[config.mk]
export PLATFORM = sky130hd
export DESIGN_NAME = aid_detector
export DESIGN_NICKNAME = d
export VERILOG_FILES = /design/src/aid_pkg.sv /design/src/aid_detector.sv
export VERILOG_INCLUDE_DIRS = /design/src /design/src/src
export SDC_FILE = /design/constraint.sdc
export NUM_CORES = 1
export LEC_CHECK = 0
export BUFFER_PORTS_ARGS = -buffer_cell sky130_fd_sc_hd__buf_4
export CORE_ASPECT_RATIO = 0.5
export CORE_MARGIN = 2
export CORE_UTILIZATION = 35
export DETAILED_ROUTE_END_ITERATION = 8
export GPL_TIMING_DRIVEN = 0
export PLACE_DENSITY = 0.54
export SYNTH_ARGS = -nofsm -noshare
export SYNTH_HDL_FRONTEND = slang
export SYNTH_SLANG_ARGS = --single-unit
[constraint.sdc]
create_clock -name I_CLK -period 8.17 [get_ports I_CLK]
set_input_delay 0.817 -clock I_CLK [delete_from_list [all_inputs] [get_ports I_CLK]]
set_output_delay 0.817 -clock I_CLK [all_outputs]
set_load 0.05 [all_outputs]
[src/aid_cfg.svh]
// Register offsets, field positions, reset values and timing counts of the
// activity/inactivity detector. Assumes inclusion by bare name only.
`ifndef AID_CFG_SVH
`define AID_CFG_SVH
`define AID_OFF_CFG      12'h000
`define AID_OFF_TIMING   12'h004
`define AID_OFF_SRC      12'h008
`define AID_OFF_ALLSRC   12'h00c
`define AID_OFF_STATUS   12'h010
`define AID_OFF_MASK     12'h014
`define AID_OFF_OUT      12'h018
`define AID_CFG_ACT_LO   0
`define AID_CFG_GLOBAL   2
`define AID_CFG_FILT     3
`define AID_CFG_LATCH    4
`define AID_CFG_STPIN    5
`define AID_CFG_PIN1     6
`define AID_CFG_PIN2     7
`define AID_TIM_LEVEL_LO 0
`define AID_TIM_WEIGHT   6
`define AID_TIM_ADUR_LO  8
`define AID_TIM_IDUR_LO  12
`define AID_CFG_RESET    32'h0000_0000
`define AID_TIM_RESET    32'h0000_0000
`define AID_SLEEP_UNIT   512
`define AID_SLEEP_SHORT  16
`endif

[src/aid_pkg.sv]
// Types shared by the activity/inactivity detector.
// Assumes aid_cfg.svh supplies all numeric constants.
package aid_pkg;
  // Detector state: awake (activity) or asleep (inactivity).
  typedef enum logic {AID_AWAKE, AID_ASLEEP} aid_state_t;
  // Gyroscope commands driven while asleep.
  typedef enum logic [1:0] {AID_GYRO_KEEP, AID_GYRO_SLEEP,
                            AID_GYRO_OFF} aid_gyro_t;
endpackage

[src/aid_detector.sv]
// Activity/inactivity detector with APB register slave and interrupt pins.
// Assumes filtered samples arrive synchronous with a one-cycle valid strobe
// per accelerometer sample period, and that the APB master is conventional.
`timescale 1ns/100ps
`include "aid_cfg.svh"

module aid_detector
  import aid_pkg::*;
#(
  parameter int DATA_W = 16  // Width of one filtered axis sample.
) (
  input  wire logic              I_CLK,
  input  wire logic              I_RST_N,
  input  wire logic              I_CE,
  input  wire logic              I_PSEL,
  input  wire logic              I_PENABLE,
  input  wire logic              I_PWRITE,
  input  wire logic [11:0]       I_PADDR,
  input  wire logic [31:0]       I_PWDATA,
  input  wire logic              I_SAMPLE_VALID,
  input  wire logic [DATA_W-1:0] I_SLOPE_X,
  input  wire logic [DATA_W-1:0] I_SLOPE_Y,
  input  wire logic [DATA_W-1:0] I_SLOPE_Z,
  input  wire logic [DATA_W-1:0] I_HP_X,
  input  wire logic [DATA_W-1:0] I_HP_Y,
  input  wire logic [DATA_W-1:0] I_HP_Z,
  input  wire logic [7:0]        I_WEIGHT_FS,
  output logic                   O_PREADY,
  output logic                   O_PSLVERR,
  output logic [31:0]            O_PRDATA,
  output logic                   O_IRQ_PIN_ONE,
  output logic                   O_IRQ_PIN_TWO,
  output logic                   O_IRQ,
  output logic                   O_RATE_OVERRIDE,
  output logic [1:0]             O_GYRO_CMD
);

  // Configuration, timing, sticky status and mask registers.
  logic [31:0] cfg, next_cfg;
  logic [31:0] timing, next_timing;
  logic [1:0]  status, next_status;   // Bit0 change event, bit1 sleep entry.
  logic [1:0]  mask, next_mask;
  aid_state_t  state, next_state;     // Current activity state.
  logic [15:0] quiet_cnt, next_quiet_cnt;  // Consecutive quiet samples.
  logic [1:0]  loud_cnt, next_loud_cnt;    // Consecutive loud samples.
  logic        pulse, next_pulse;     // One-sample-period change pulse.
  logic        latched, next_latched; // Latched change flag.
  logic        pready, next_pready;
  logic        pslverr, next_pslverr;
  logic [31:0] prdata, next_prdata;
  logic        pin1, next_pin1;
  logic        pin2, next_pin2;
  logic        irq, next_irq;
  logic        rate_ovr, next_rate_ovr;
  logic [1:0]  gyro, next_gyro;

  // Field views of the configuration registers.
  logic [1:0] inactivity_action_sel;
  logic       event_irq_global_on, detector_filter_sel, latch_request;
  logic       state_on_pin, pin_one_state_route, pin_two_state_route;
  logic [5:0] motion_level_field;
  logic       threshold_weight_bit;
  logic [1:0] activity_duration;
  logic [3:0] inactivity_duration;
  assign inactivity_action_sel = cfg[`AID_CFG_ACT_LO +: 2];
  assign event_irq_global_on   = cfg[`AID_CFG_GLOBAL];
  assign detector_filter_sel   = cfg[`AID_CFG_FILT];
  assign latch_request         = cfg[`AID_CFG_LATCH];
  assign state_on_pin          = cfg[`AID_CFG_STPIN];
  assign pin_one_state_route   = cfg[`AID_CFG_PIN1];
  assign pin_two_state_route   = cfg[`AID_CFG_PIN2];
  assign motion_level_field    = timing[`AID_TIM_LEVEL_LO +: 6];
  assign threshold_weight_bit  = timing[`AID_TIM_WEIGHT];
  assign activity_duration     = timing[`AID_TIM_ADUR_LO +: 2];
  assign inactivity_duration   = timing[`AID_TIM_IDUR_LO +: 4];

  // Magnitude of each axis of the selected filter output.
  logic [DATA_W-1:0] sel_axis [3];
  logic [DATA_W-1:0] mag [3];
  logic [2:0]        over;
  logic [DATA_W-1:0] thresh;
  logic [DATA_W+7:0] thresh_wide;

  // Threshold step: full scale / 64 or / 256. I_WEIGHT_FS is full scale
  // in sample units divided by 256, so the coarse step is four times it.
  always_comb begin
    thresh_wide = {2'b00, motion_level_field} * {8'h00, I_WEIGHT_FS};
    if (!threshold_weight_bit) begin
      thresh_wide = thresh_wide << 2;
    end
    thresh = thresh_wide[DATA_W-1:0];
  end

  // One generate loop handles the per-axis select, absolute value, compare.
  for (genvar a = 0; a < 3; a++) begin : g_axis
    always_comb begin
      sel_axis[a] = (a == 0) ? (detector_filter_sel ? I_HP_X : I_SLOPE_X) :
                    (a == 1) ? (detector_filter_sel ? I_HP_Y : I_SLOPE_Y) :
                               (detector_filter_sel ? I_HP_Z : I_SLOPE_Z);
      // Two's complement magnitude; both signs cross the level.
      mag[a] = sel_axis[a][DATA_W-1] ? (~sel_axis[a] + 1'b1)
                                     : sel_axis[a];
      over[a] = (mag[a] > thresh);
    end
  end

  // Bus decode: a read of either source register clears a latched flag.
  logic acc, wr, rd, src_read;
  assign acc      = I_PSEL && I_PENABLE && !pready;
  assign wr       = acc && I_PWRITE;
  assign rd       = acc && !I_PWRITE;
  assign src_read = rd && (I_PADDR == `AID_OFF_SRC ||
                           I_PADDR == `AID_OFF_ALLSRC);

  // Needed quiet count: 512 periods per step, or 16 for a zero field.
  logic [15:0] sleep_need;
  always_comb begin
    if (inactivity_duration == 4'h0) begin
      sleep_need = 16'(`AID_SLEEP_SHORT);
    end else begin
      sleep_need = 16'(inactivity_duration) * 16'(`AID_SLEEP_UNIT);
    end
  end

  // Detector next state: counters, transitions and change events.
  logic routed, use_latch, change;
  always_comb begin
    next_state     = state;
    next_quiet_cnt = quiet_cnt;
    next_loud_cnt  = loud_cnt;
    next_pulse     = pulse;
    change         = 1'b0;
    routed    = pin_one_state_route || pin_two_state_route;
    use_latch = latch_request && routed && !state_on_pin;
    if (!event_irq_global_on) begin
      // Detector idle and held awake while disabled.
      next_state     = AID_AWAKE;
      next_quiet_cnt = 16'h0000;
      next_loud_cnt  = 2'b00;
      next_pulse     = 1'b0;
    end else if (I_SAMPLE_VALID) begin
      next_pulse = 1'b0;  // Pulse lasts one sample period.
      if (state == AID_AWAKE) begin
        if (|over) begin
          next_quiet_cnt = 16'h0000;
        end else if (quiet_cnt + 16'h0001 >= sleep_need) begin
          next_state     = AID_ASLEEP;
          next_quiet_cnt = 16'h0000;
          change         = 1'b1;
        end else begin
          next_quiet_cnt = quiet_cnt + 16'h0001;
        end
      end else begin
        // Loud run of activity_duration+1 samples wakes; zero means one.
        if (!(|over)) begin
          next_loud_cnt = 2'b00;
        end else if (loud_cnt >= activity_duration) begin
          next_state    = AID_AWAKE;
          next_loud_cnt = 2'b00;
          change        = 1'b1;
        end else begin
          next_loud_cnt = loud_cnt + 2'b01;
        end
      end
      if (change) begin
        next_pulse = 1'b1;
      end
    end
    // Latched flag: set wins over the clearing read.
    if (change && use_latch) begin
      next_latched = 1'b1;
    end else if (src_read || !use_latch) begin
      next_latched = 1'b0;
    end else begin
      next_latched = latched;
    end
  end

  // Power overrides and pins, all registered.
  logic flag;
  always_comb begin
    flag = use_latch ? latched : pulse;
    next_rate_ovr = 1'b0;
    next_gyro     = AID_GYRO_KEEP;
    if (next_state == AID_ASLEEP) begin
      // Motion/stationary mode reports only, no power change.
      case (inactivity_action_sel)
        2'b01: begin
          next_rate_ovr = 1'b1;
        end
        2'b10: begin
          next_rate_ovr = 1'b1;
          next_gyro     = AID_GYRO_SLEEP;
        end
        2'b11: begin
          next_rate_ovr = 1'b1;
          next_gyro     = AID_GYRO_OFF;
        end
        default: begin
          next_rate_ovr = 1'b0;
        end
      endcase
    end
    // Pins show either the change flag or the sleep level.
    if (state_on_pin) begin
      next_pin1 = pin_one_state_route && (next_state == AID_ASLEEP);
      next_pin2 = pin_two_state_route && (next_state == AID_ASLEEP);
    end else begin
      next_pin1 = pin_one_state_route &&
                  (use_latch ? next_latched : next_pulse);
      next_pin2 = pin_two_state_route &&
                  (use_latch ? next_latched : next_pulse);
    end
  end

  // Register file next values and sticky status; set beats clear.
  always_comb begin
    next_cfg     = cfg;
    next_timing  = timing;
    next_mask    = mask;
    next_pready  = 1'b0;
    next_pslverr = 1'b0;
    next_prdata  = prdata;
    next_status  = status;
    if (acc) begin
      next_pready = 1'b1;
      next_prdata = 32'h0000_0000;
      if (I_PADDR == `AID_OFF_CFG) begin
        next_prdata = cfg;
        if (wr) next_cfg = {24'h000000, I_PWDATA[7:0]};
      end else if (I_PADDR == `AID_OFF_TIMING) begin
        next_prdata = timing;
        if (wr) next_timing = {16'h0000, I_PWDATA[15:0]};
      end else if (I_PADDR == `AID_OFF_SRC ||
                   I_PADDR == `AID_OFF_ALLSRC) begin
        // Bit0 change flag, bit1 present sleep state.
        next_prdata = {30'h0, (state == AID_ASLEEP), flag};
      end else if (I_PADDR == `AID_OFF_STATUS) begin
        next_prdata = {30'h0, status};
        if (wr) next_status = status & ~I_PWDATA[1:0];
      end else if (I_PADDR == `AID_OFF_MASK) begin
        next_prdata = {30'h0, mask};
        if (wr) next_mask = I_PWDATA[1:0];
      end else if (I_PADDR == `AID_OFF_OUT) begin
        next_prdata = {29'h0, gyro, rate_ovr};
      end else begin
        next_pslverr = 1'b1;  // Unmapped address.
      end
    end
    if (change) begin
      next_status[0] = 1'b1;
      if (next_state == AID_ASLEEP) next_status[1] = 1'b1;
    end
    next_irq = |(next_status & next_mask);
  end

  // All state registers; clock enable freezes everything.
  always_ff @(posedge I_CLK or negedge I_RST_N) begin
    if (!I_RST_N) begin
      cfg <= `AID_CFG_RESET;
      timing <= `AID_TIM_RESET;
      status <= 2'b00;
      mask <= 2'b00;
      state <= AID_AWAKE;
      quiet_cnt <= 16'h0000;
      loud_cnt <= 2'b00;
      pulse <= 1'b0;
      latched <= 1'b0;
      pready <= 1'b0;
      pslverr <= 1'b0;
      prdata <= 32'h0000_0000;
      pin1 <= 1'b0;
      pin2 <= 1'b0;
      irq <= 1'b0;
      rate_ovr <= 1'b0;
      gyro <= 2'b00;
    end else if (I_CE) begin
      cfg <= next_cfg;
      timing <= next_timing;
      status <= next_status;
      mask <= next_mask;
      state <= next_state;
      quiet_cnt <= next_quiet_cnt;
      loud_cnt <= next_loud_cnt;
      pulse <= next_pulse;
      latched <= next_latched;
      pready <= next_pready;
      pslverr <= next_pslverr;
      prdata <= next_prdata;
      pin1 <= next_pin1;
      pin2 <= next_pin2;
      irq <= next_irq;
      rate_ovr <= next_rate_ovr;
      gyro <= next_gyro;
    end
  end

  assign O_PREADY        = pready;
  assign O_PSLVERR       = pslverr;
  assign O_PRDATA        = prdata;
  assign O_IRQ_PIN_ONE   = pin1;
  assign O_IRQ_PIN_TWO   = pin2;
  assign O_IRQ           = irq;
  assign O_RATE_OVERRIDE = rate_ovr;
  assign O_GYRO_CMD      = gyro;

endmodule // aid_detector

---- Word level (Yosys, flattened, before mapping) ----
Cells that the tools add are included.
cells by class
  $mul .................................... 1
  reduce and logical (&&, ||, !) cells .... 29
  equal/unequal tests ..................... 12
  shifts and indexed selects .............. 0
  divide/modulo/power cells ............... 0
  order comparisons ....................... 5
  muxes and demuxes ....................... 74
  $add $sub $neg .......................... 5
  bitwise operators ....................... 7
operator list
  cell                   number
  $mux 16                14
  $add 16x1->16 const B  4
  $gt 16x16->1           3
  $not 16->16            3
  $mux 2                 20
  $eq 12x5->1 const B    3
  $mux 1                 34
  $eq 12x4->1 const B    2
  $ge 16x16->1           1
  $mul 6x8->14           1
  $mux 13                1
  $eq 12x3->1 const B    1
  $logic_and 1x1->1      12
  $logic_not 12->1       1
  $mux 3                 4
  $reduce_and 3->1       2
  $reduce_or 3->1        2
  $reduce_and 5->1       1
  $and 2x2->2            2
  $eq 2x2->1 const B     2
  $logic_not 1->1        4
  $logic_not 4->1        1
  $ne 2x2->1 const B     2
  $pmux 2 s2             1
  10 further kinds       12
storage, ports and cells
  RAM bits ................................ 0
  bits in latches ......................... 0
  register bits after elaboration ......... 89
  output and inout bits ................... 40
  word-level logic and storage cells ...... 150
  memory bits (read-only) ................. 0
  memories ................................ 0
  input bits .............................. 155

---- Depth between registers and ports, before layout ----
Gate-level depths: netlist of the first run.
  depth after elaboration ................. 17
  depth in mapped cells ................... 28
  gate-level depth less buffers ........... 26

---- Worst setup path before layout of the first run ----
No wires, ideal clock.
  kind .................................... input to register
  from .................................... input port I_WEIGHT_FS[1]
  to ...................................... register state
  cell stages on the path ................. 23
  buffers on the path ..................... 0
  setup slack ............................. 1.910 ns
  data arrival time ....................... 6.135 ns
  setup time .............................. 0.125 ns
  cells stage by stage .................... and2_1 > fa_1 > fa_1 > inv_1 > fa_1 > inv_1 > ha_1 > or2_2 > a41oi_1 > o21a_1 > xnor2_1 > o21ai_0 > ha_1 > nand2_1 > o21ai_0 > nand2b_1 > o311a_1 > nor3_1 > o41ai_2 > o211ai_1 > and4b_4 > or2_1 > mux2_4
on the way
  word-level cells in the longest chain between the ends .. 8
  elaborated cells on any way between the ends .. 11
RTL lines
  element                    line                                      RTL
  from (decl)                aid_detector.sv:27                        input wire logic [7:0] I_WEIGHT_FS,
  $mul 6x8->14 *             aid_detector.sv:87                        thresh_wide = {2'b00, motion_level_field} * {8'h00, I_WEIGHT_FS};
  $mux 16 *                  aid_detector.sv:88                        if (!threshold_weight_bit) begin
  $gt 16x16->1               aid_detector.sv:103                       over[a] = (mag[a] > thresh);
  $reduce_or 3->1 *          aid_detector.sv:144, aid_detector.sv:155
  $mux 1 (on tied branches)  aid_detector.sv:144, aid_detector.sv:155
  $mux 1 *                   aid_detector.sv:143                       if (state == AID_AWAKE) begin
  $mux 1 *                   aid_detector.sv:141                       end else if (I_SAMPLE_VALID) begin
  $mux 1 *                   aid_detector.sv:135                       if (!event_irq_global_on) begin
  to (signal assigned)       aid_detector.sv:282                       state <= next_state;
  to (decl)                  aid_detector.sv:43                        aid_state_t state, next_state;
Mark *: on every way between the ends. The rest lies on a longest branch, timed or not.
A chain may end at the register's enable or synchronous reset.

---- Worst setup path in the final report of the first run ----
  from .................................... register cfg[3]
  to ...................................... register latched
on the way
  word-level cells in the longest chain between the ends .. 14
  elaborated cells on any way between the ends .. 25
RTL lines
  element                     line                                                        RTL
  from (decl)                 aid_detector.sv:39                                          logic [31:0] cfg, next_cfg;
  from (signal assigned)      aid_detector.sv:260                                         cfg <= `AID_CFG_RESET;
  from (signal assigned)      aid_detector.sv:278                                         cfg <= next_cfg;
  $mux 16 (on tied branches)  aid_detector.sv:97, aid_detector.sv:98, aid_detector.sv:99
  $not 16->16                 aid_detector.sv:101                                         mag[a] = sel_axis[a][DATA_W-1] ? (~sel_axis[a] + 1'b1)
  $add 16x1->16               aid_detector.sv:101
  $mux 16                     aid_detector.sv:101
  $gt 16x16->1                aid_detector.sv:103
  $reduce_or 3->1 *           aid_detector.sv:144, aid_detector.sv:155
  $mux 1 (on tied branches)   aid_detector.sv:144, aid_detector.sv:155
  $mux 1 *                    aid_detector.sv:143
  $mux 1 *                    aid_detector.sv:141
  $mux 1 *                    aid_detector.sv:135
  $mux 1 *                    aid_detector.sv:141
  $mux 1 *                    aid_detector.sv:135
  $logic_and 1x1->1 *         aid_detector.sv:170                                         if (change && use_latch) begin
  $mux 1 *                    aid_detector.sv:170
  to (signal assigned)        aid_detector.sv:286                                         latched <= next_latched;
  to (decl)                   aid_detector.sv:47                                          logic latched, next_latched;
Mark *: on every way between the ends. The rest lies on a longest branch, timed or not. The select of a mux whose other input is x is not followed.

==> results of run 1 <==
metrics by stage:
step / utilization, % / instance area, um2 / hold WS [ns]
after detailed placement: 43.0 / 10500 / 0.477
after global routing: 44.4 / 10800 / 0.514
after floorplan: - / 8830 / 0.461
final: 44.4 / 10800 / 0.490
after CTS: 44.4 / 10800 / 0.495
after global placement: 43.0 / 10500 / 0.473
worst reg2reg max path: stages, from the launching register on:
cell	delay [ns]
sky130_fd_sc_hd__dfrtp_1	0.34
sky130_fd_sc_hd__buf_6	0.17
sky130_fd_sc_hd__buf_6	0.18
sky130_fd_sc_hd__buf_2	0.31
sky130_fd_sc_hd__buf_2	0.39
sky130_fd_sc_hd__buf_2	0.43
sky130_fd_sc_hd__buf_1	0.58
sky130_fd_sc_hd__clkbuf_2	0.48
sky130_fd_sc_hd__mux2i_1	0.39
sky130_fd_sc_hd__ha_1	0.27
sky130_fd_sc_hd__or4bb_1	0.52
sky130_fd_sc_hd__a222oi_1	0.50
sky130_fd_sc_hd__a21oi_1	0.15
sky130_fd_sc_hd__xnor2_1	0.27
sky130_fd_sc_hd__ha_1	0.29
sky130_fd_sc_hd__nand2_1	0.06
sky130_fd_sc_hd__o21ai_0	0.10
sky130_fd_sc_hd__o311a_1	0.39
sky130_fd_sc_hd__a211oi_1	0.31
sky130_fd_sc_hd__o41ai_2	0.11
sky130_fd_sc_hd__o211ai_1	0.37
sky130_fd_sc_hd__nand3_1	0.30
sky130_fd_sc_hd__mux2i_1	0.45
sky130_fd_sc_hd__a22o_1	0.22
placed cells by master (no fill, tap or decap), drive strengths merged, types with 10 or more instances in the layout:
cell    count
buf       195
nand2      91
ha         76
dfrtp      73
o21ai      70
inv        70
mux2i      61
a21oi      50
nor2       48
and2       39
xnor2      35
mux2       30
clkbuf     28
nor3       26
fa         25
xor2       21
a21o       20
nand3      18
nor3b      18
nor4       17
conb       16
nand2b     15
nand4      15
nor2b      12
o211ai     11
and3       10
area by class of cell:
type | instances | area [um2]
clock buffers | 9 | 225
repair buffers | 162 | 1220
fillers | 2468 | 13500
multi-input cells | 858 | 6460
clock inverters | 7 | 103
well taps | 336 | 420
flip-flops and latches | 73 | 1830
inverters | 68 | 255
plain buffers | 52 | 289
metal layers:
metal  GRT usage [%]  part of all wire, %
met2            37.4                   46
met3            2.90                  4.2
met5               0                    0
met1            28.4                   47
met4            6.41                  2.3
state kept, by name, indices dropped and copies added, names as in the netlist:
name             cells
O_GYRO_CMD           2
O_IRQ                1
O_IRQ_PIN_ONE        1
O_IRQ_PIN_TWO        1
O_PRDATA            16
O_PREADY             1
O_PSLVERR            1
O_RATE_OVERRIDE      1
cfg                  8
latched              1
loud_cnt             2
mask                 2
pulse                1
quiet_cnt           16
state                1
status               2
timing              16
path summary, 6_finish.rpt:
check	to	slack, ns	cells past startpoint
max in group asynchronous	timing[5]$_DFFE_PN0P_	6.95	1
min in group asynchronous	mask[1]$_DFFE_PN0P_	0.62	1
min reg2reg	O_PRDATA[11]$_DFFE_PN0P_	0.49	1
max	latched$_DFFE_PN0P_	0.51	23
min	O_PRDATA[11]$_DFFE_PN0P_	0.49	1
max reg2reg	latched$_DFFE_PN0P_	0.51	23
power by group:
| part | switching [mW] | internal, mW | leakage [nW] |
|---|---|---|---|
| registers | 0.00120 | 0.363 | 0.999 |
| logic | 0.137 | 0.109 | 3.87 |
| clock network | 0.163 | 0.270 | 0.157 |
timing repair:
item                                    in CTS  in global routing
hold buffers                                 0                  0
endpoints found under the setup margin       0                 16
gates resized for setup                      0                  3
setup buffers                                0                  0
kinds of logic (layout without fill, tap and decap cells):
| logic type | Yosys count | in the layout | synth area share [%] |
|---|---|---|---|
| simple gates | 344 | 344 | 20.8 |
| other cells | 1 | 16 | 0.0427 |
| fa+ha+maj | 101 | 101 | 16.5 |
| flops | 73 | 73 | 20.8 |
| mux | 91 | 91 | 10.9 |
| xor+xnor | 56 | 56 | 5.68 |
| buf+inv | 120 | 298 | 6.19 |
| compound gates | 250 | 250 | 19.1 |
synthesized netlist by cell type, types with 21 or more instances:
cell                      instances
sky130_fd_sc_hd__a21oi_1         49
sky130_fd_sc_hd__and2_1          39
sky130_fd_sc_hd__dfrtp_1         73
sky130_fd_sc_hd__fa_1            25
sky130_fd_sc_hd__ha_1            76
sky130_fd_sc_hd__inv_1           68
sky130_fd_sc_hd__mux2_2          27
sky130_fd_sc_hd__mux2i_1         61
sky130_fd_sc_hd__nand2_1         91
sky130_fd_sc_hd__nor2_1          48
sky130_fd_sc_hd__nor3_1          26
sky130_fd_sc_hd__o21ai_0         70
sky130_fd_sc_hd__xnor2_1         34
sky130_fd_sc_hd__xor2_1          21
==> summary.md, run 1 <==
The final count of pins violating max slew was 0; the antenna diode instance count was 0. Setup repair after global routing left no endpoint under its margin. Clock skew on the completed layout was measured at 0.00790 ns. The logs give 3 for the H-tree depth and 8.45 ns for the critical path data required time. In this run, CTS created clock tree buffers numbering 9. The total clock sinks is 73. Adding up every negative setup slack in the final design gives 0 ns.

The fraction of final layout cells sized beyond drive strength 1 was 20.3%. The worst setup path is of the register to register kind. Yosys attributes the largest share of cell area to sky130_fd_sc_hd__dfrtp_1, sky130_fd_sc_hd__ha_1, sky130_fd_sc_hd__mux2i_1. In this run, synthesis inferred 0 flip-flops with an integrated enable. The logs give 21.5% for the overall routing resource usage and 8510 for the vias after detailed routing. The final layout contains routed wiring with a total length of 28.5 mm.

The placeable core area was 24300 um2; the minimum period implied by the final worst setup slack was 7.66 ns. Number of I/O port buffers: 162. The critical path goes through buf_6, buf_6, buf_2, buf_2, buf_2, buf_1, clkbuf_2, mux2i_1, ha_1, or4bb_1, a222oi_1, a21oi_1, xnor2_1, ha_1, nand2_1, o21ai_0, o311a_1, a211oi_1, o41ai_2, o211ai_1, nand3_1, mux2i_1, a22o_1. Of all flip-flops after synthesis, the portion carrying an async set or reset was 100%. Root cell of the clock tree: sky130_fd_sc_hd__clkbuf_16. Counting tap cells, the placed design contains a total of 1549 instances. The congestion estimate from routability-driven global placement came to 0.902.

The tool flagged a number of max-cap violations equal to 0. The run gives 0.509 ns as the worst-case setup margin in the final layout. Broken down by cell family, the worst path's largest delay share belongs to buffers and inverters. A synthesized cell averages 8.47 um2.

The number of antenna violations at the first check in global routing is 0, and the worst-case clock buffer depth is 2. IR analysis of the VDD net gives a maximum drop of 0.0000974 V. The post-place setup slack was 0.363 ns. For this design the static power due to leakage is 5.02 nW. In the synthesized netlist, the number of instances is 1036.

The most common cell type on the critical path is sky130_fd_sc_hd__buf_2. The via count of the first global-routing pass was 8401; the number of nets at the end of the flow was 1480. Of all nets on the critical path, the largest fanout is 10. Compared with the post-synthesis result, the final layout area differs by 23.0%. The clock reaches the later pin of the worst-skew pair after 0.34 ns. The synthesis-stage register bit count is 73, and the share of the yosys chip area belonging to registers is 20.8%.

For the total congestion overflow, the log shows 0. For the total chip power, the log shows 1.04 mW. The worst hold-check path type is register to register.

At the pin with the least slew margin, the transition time is 0.961 ns. The run finished with clean final reports. The cell area after synthesis is 8770 um2. Maximum operating frequency: 131 MHz. The number of core rows is 40, and the data arrival time of the worst path is 7.94 ns.

195 I/O pins were placed. The run gives 1565 as the count of placed standard cells in the final layout, fillers left out. The overall die height is 116 um. The power per unit of standard cell area is 96.8 nW/um2.

Maximum number of pins on one net before global-route repair: 74. In the synthesized netlist the dominant register cell turns out to be sky130_fd_sc_hd__dfrtp_1. The biggest cell delay along the critical path works out to 0.58 ns.

The worst register-to-register path begins at cfg[3]$_DFFE_PN0P_. The final critical path takes up 93.8% of the cycle. The count of yosys warnings during synthesis is 0. The slowest stage of the critical path belongs to the cell sky130_fd_sc_hd__buf_1.

STA classifies the critical path endpoint as a register. In the routed design, unresolved DRC markers number 0. For the final setup violation count, the log shows 0. The number of routed nets with antenna violations came out at 0.

Dividing the detail-routed via count by the number of cells gives 5.44. In this run, distinct cell masters in the synthesized netlist total 77. Final routed wire length divided by cell count: 18.2 um. The worst path buffer plus inverter count works out to 7.

The startpoint class of the critical path was a register. The worst slew margin relative to its limit was 35.1%. The launching element of the worst setup path is cfg[3]$_DFFE_PN0P_. The share of the synthesized area in the top cell type was 20.8%.

Once the floorplan was initialized, standard cells occupied 36.1% of the core. Measured along the x axis, the die boundary spans 228 um. For this run, the detailed router's first-pass iteration total came to 5.

The wire length of the first global-routing pass is 45.3 mm. The largest total area in the synthesized netlist belongs to sky130_fd_sc_hd__dfrtp_1. TritonCTS built the clock tree. The tools report the iteration-0 DRC count of the detailed router as 486. The clock-pin slew of the registers on the worst-case setup and hold paths was 0.06 ns; the area of the die was 26400 um2.

In this run the most critical hold path is launched from timing[11]$_DFFE_PN0P_. The detailed placement HPWL is 22.8 mm, and the count of final hold-check violations is 0.
No activity file was read; power rests on OpenSTA's default activity.
==> inputs of run 2 (changes only) <==
--- a/config.mk
+++ b/config.mk
@@ -7,12 +7,14 @@
 export NUM_CORES = 1
 export LEC_CHECK = 0
 export BUFFER_PORTS_ARGS = -buffer_cell sky130_fd_sc_hd__buf_4
+export CELL_PAD_IN_SITES_DETAIL_PLACEMENT = 0
+export CELL_PAD_IN_SITES_GLOBAL_PLACEMENT = 1
 export CORE_ASPECT_RATIO = 0.5
 export CORE_MARGIN = 2
 export CORE_UTILIZATION = 35
 export DETAILED_ROUTE_END_ITERATION = 8
 export GPL_TIMING_DRIVEN = 0
-export PLACE_DENSITY = 0.54
+export PLACE_DENSITY_LB_ADDON = 0.05
 export SYNTH_ARGS = -nofsm -noshare
 export SYNTH_HDL_FRONTEND = slang
 export SYNTH_SLANG_ARGS = --single-unit
==> summary.md, run 2 (synthesis results as in run 1) <==
Timing would allow up to 131 MHz. The run gives 0.390 ns as the post-place setup slack. Detailed placement finished with a half-perimeter wire length of 22.4 mm. The tools report the worst-case clock buffer depth as 2. From bottom edge to top edge, the die measures 116 um. After detailed routing, the average wire length per cell comes to 17.7 um. Pin placement for this block handled 195 I/O pins. The summed negative setup slack over all endpoints was 0 ns.

The final wirelength came out at 27.7 mm. In the layout the commonest cells are sky130_fd_sc_hd__buf_4, sky130_fd_sc_hd__nand2_1, sky130_fd_sc_hd__ha_1. The final count of pins violating max slew was 0. STA classifies the critical path startpoint as a register. Setup repair after global routing left no endpoint under its margin. After layout, the worst path uses 93.2% of the clock period. The run gives 8435 as the via count of the first global-routing pass. The analysis attributes to cell leakage a power of 5.01 nW.

Most common cell type on the critical path: sky130_fd_sc_hd__buf_2. Data arrival time of the worst path: 7.89 ns. Dividing total power by cell area gives a power density of 92.6 nW/um2. In the final layout, the share of cells above drive strength 1 is 20.1%. For this design, the slowest cell found on the critical path is sky130_fd_sc_hd__a222oi_1.

The first global-routing pass estimated 44.4 mm of wire. Worst-case setup margin in the final layout: 0.556 ns. For the number of antenna violations at the first check in global routing, the log shows 0. The final setup violation count was 0. The clock reaches the later pin of the worst-skew pair after 0.34 ns. During placement, the flow inserted port buffers numbering 162. The run gives 36.1% as the initial cell density of the core.

The clock arrives with 0.00675 ns of skew. The core region is 24300 um2. Clock tree synthesis inserted a total of 9 buffers.

The worst slew margin relative to its limit came out at 33.3%. The total clock sinks was 73. From left edge to right edge, the die measures 228 um. H-tree depth: 3. The run gives 1480 as the number of nets at the end of the flow.

The signal on the critical path passes through buf_6, buf_6, buf_2, buf_2, buf_2, buf_1, clkbuf_2, mux2i_1, ha_1, or4bb_1, a222oi_1, a21oi_1, xnor2_1, ha_1, nand2_1, o21ai_0, nand2b_1, o311a_1, nor3_1, o41ai_2, o211ai_1, nand3_1, mux2i_1, o21ba_2. The count of final hold-check violations was 0; the area of the die was 26400 um2. The flow ran to the end, and the final reports show no timing, DRC or antenna violations. The sequential cells in the finished layout cover a total of 1830 um2.

The via-per-instance ratio is 5.31. The tool flagged a number of max-cap violations equal to 0. The logs give 21.2% for the overall routing resource usage and 8315 for the vias after detailed routing.

The multi-input combinational cells in the finished layout cover a total of 6460 um2. The first routing iteration left 441 violations. After clock tree synthesis, the clock-pin slew on the worst setup and hold paths is 0.06 ns. The detail route stage leaves a number of antenna-violating nets equal to 0.

The worst setup path is captured at a register. The tools report the peak supply drop as 0.000102 V. The slew at the pin with the worst max-slew slack was 1.00 ns; the number of core rows was 40. The biggest cell delay along the critical path came out at 0.68 ns. The root cell of the clock tree is sky130_fd_sc_hd__clkbuf_16.

The critical path is of the register to register type. The first-pass detailed-route iteration total is 4. Counting I/O delays and the setup requirement, the final critical path takes 7.61 ns. For the number of fill cells in the layout, the log shows 2494.

The run gives 8.45 ns as the critical path data required time. The library cell used most frequently in the layout, excluding fill and tap cells, is sky130_fd_sc_hd__buf_4. From synthesis to final layout, the design area changed by 22.6%. The placer congestion estimate was 0.851; the maximum number of pins on one net before global-route repair was 74.

The number of antenna diodes in the final layout is 0. Along the worst path, the maximum fanout reaches 10. The post-CTS setup repair buffer count is 0, and the final routed DRC violation total is 0. In this run the worst hold path is classified as register to register. The tools report the total congestion overflow as 0. TritonCTS built the clock tree.
[run 2: cell count changes in the layout (fill, tap and decap cells not counted)]
cell                        delta
sky130_fd_sc_hd__bufinv_16     -1
sky130_fd_sc_hd__clkbuf_1      +2
sky130_fd_sc_hd__clkinv_2      +2
sky130_fd_sc_hd__clkinv_4      -1
sky130_fd_sc_hd__inv_6         -2
[run 2: layout make-up]
type / count / area share, %
multi-input cells: 858 / 60.1
flip-flops and latches: 73 / 17.0
repair buffers: 162 / 11.3
well taps: 336 / 3.91
plain buffers: 52 / 2.69
inverters: 68 / 2.37
clock buffers: 11 / 2.16
clock inverters: 5 / 0.524
[run 2: final timing paths]
kind | cells past startpoint | endpoint | startpoint | slack, ns
hold reg to reg | 1 | O_PRDATA[1]$_DFFE_PN0P_ | O_PRDATA[1]$_DFFE_PN0P_ | 0.48
setup reg to reg | 24 | O_IRQ_PIN_TWO$_DFFE_PN0P_ | cfg[3]$_DFFE_PN0P_ | 0.56
max in group asynchronous | 1 | mask[1]$_DFFE_PN0P_ | I_RST_N | 6.93
setup / recovery | 24 | O_IRQ_PIN_TWO$_DFFE_PN0P_ | cfg[3]$_DFFE_PN0P_ | 0.56
min in group asynchronous | 1 | quiet_cnt[3]$_DFFE_PN0P_ | I_RST_N | 0.63
hold / removal | 1 | O_PRDATA[1]$_DFFE_PN0P_ | O_PRDATA[1]$_DFFE_PN0P_ | 0.48
[run 2: power breakdown]
part | leakage [nW] | total [mW] | switching, mW | internal [mW]
Clock | 0.139 | 0.389 | 0.153 | 0.236
Combinational | 3.87 | 0.242 | 0.134 | 0.109
Sequential | 0.999 | 0.365 | 0.00113 | 0.363
Total | 5.01 | 0.996 | 0.288 | 0.708
[run 2: critical path: cells and delay by family, from the launching register on]
| family | cells | cell delay [ns] |
|---|---|---|
| xor+xnor | 1 | 0.17 |
| buf+inv | 7 | 2.37 |
| fa+ha+maj | 2 | 0.56 |
| simple gates | 5 | 1.02 |
| compound gates | 7 | 2.19 |
| mux | 2 | 0.90 |
| flops | 1 | 0.34 |
[run 2: what timing repair did]
item                                   4_1_cts  5_1_grt
hold buffers                                 0        0
endpoints found under the hold margin        0        0
setup endpoints to repair                    0        3
resized for setup                            0        2
[run 2: metrics by stage]
step	utilization (%)	total power [mW]	cells	hold slack (ns)	instance area, um2
after global routing	44.2	1.05	1565	0.494	10800
after global placement	43.0	0.608	1549	0.465	10500
final	44.2	0.996	1565	0.477	10800
after CTS	44.2	1.01	1565	0.482	10800
after detailed placement	43.0	0.612	1549	0.469	10500
after floorplan	-	0.504	1051	0.461	8830
[run 2: layer usage]
metal	vias up	routed length [um]	track usage, %
met4	0	558	6.06
met2	144	13100	37.5
li1	4125	-	-
met1	4013	13100	27.3
met3	33	914	3.05
met5	-	0	0
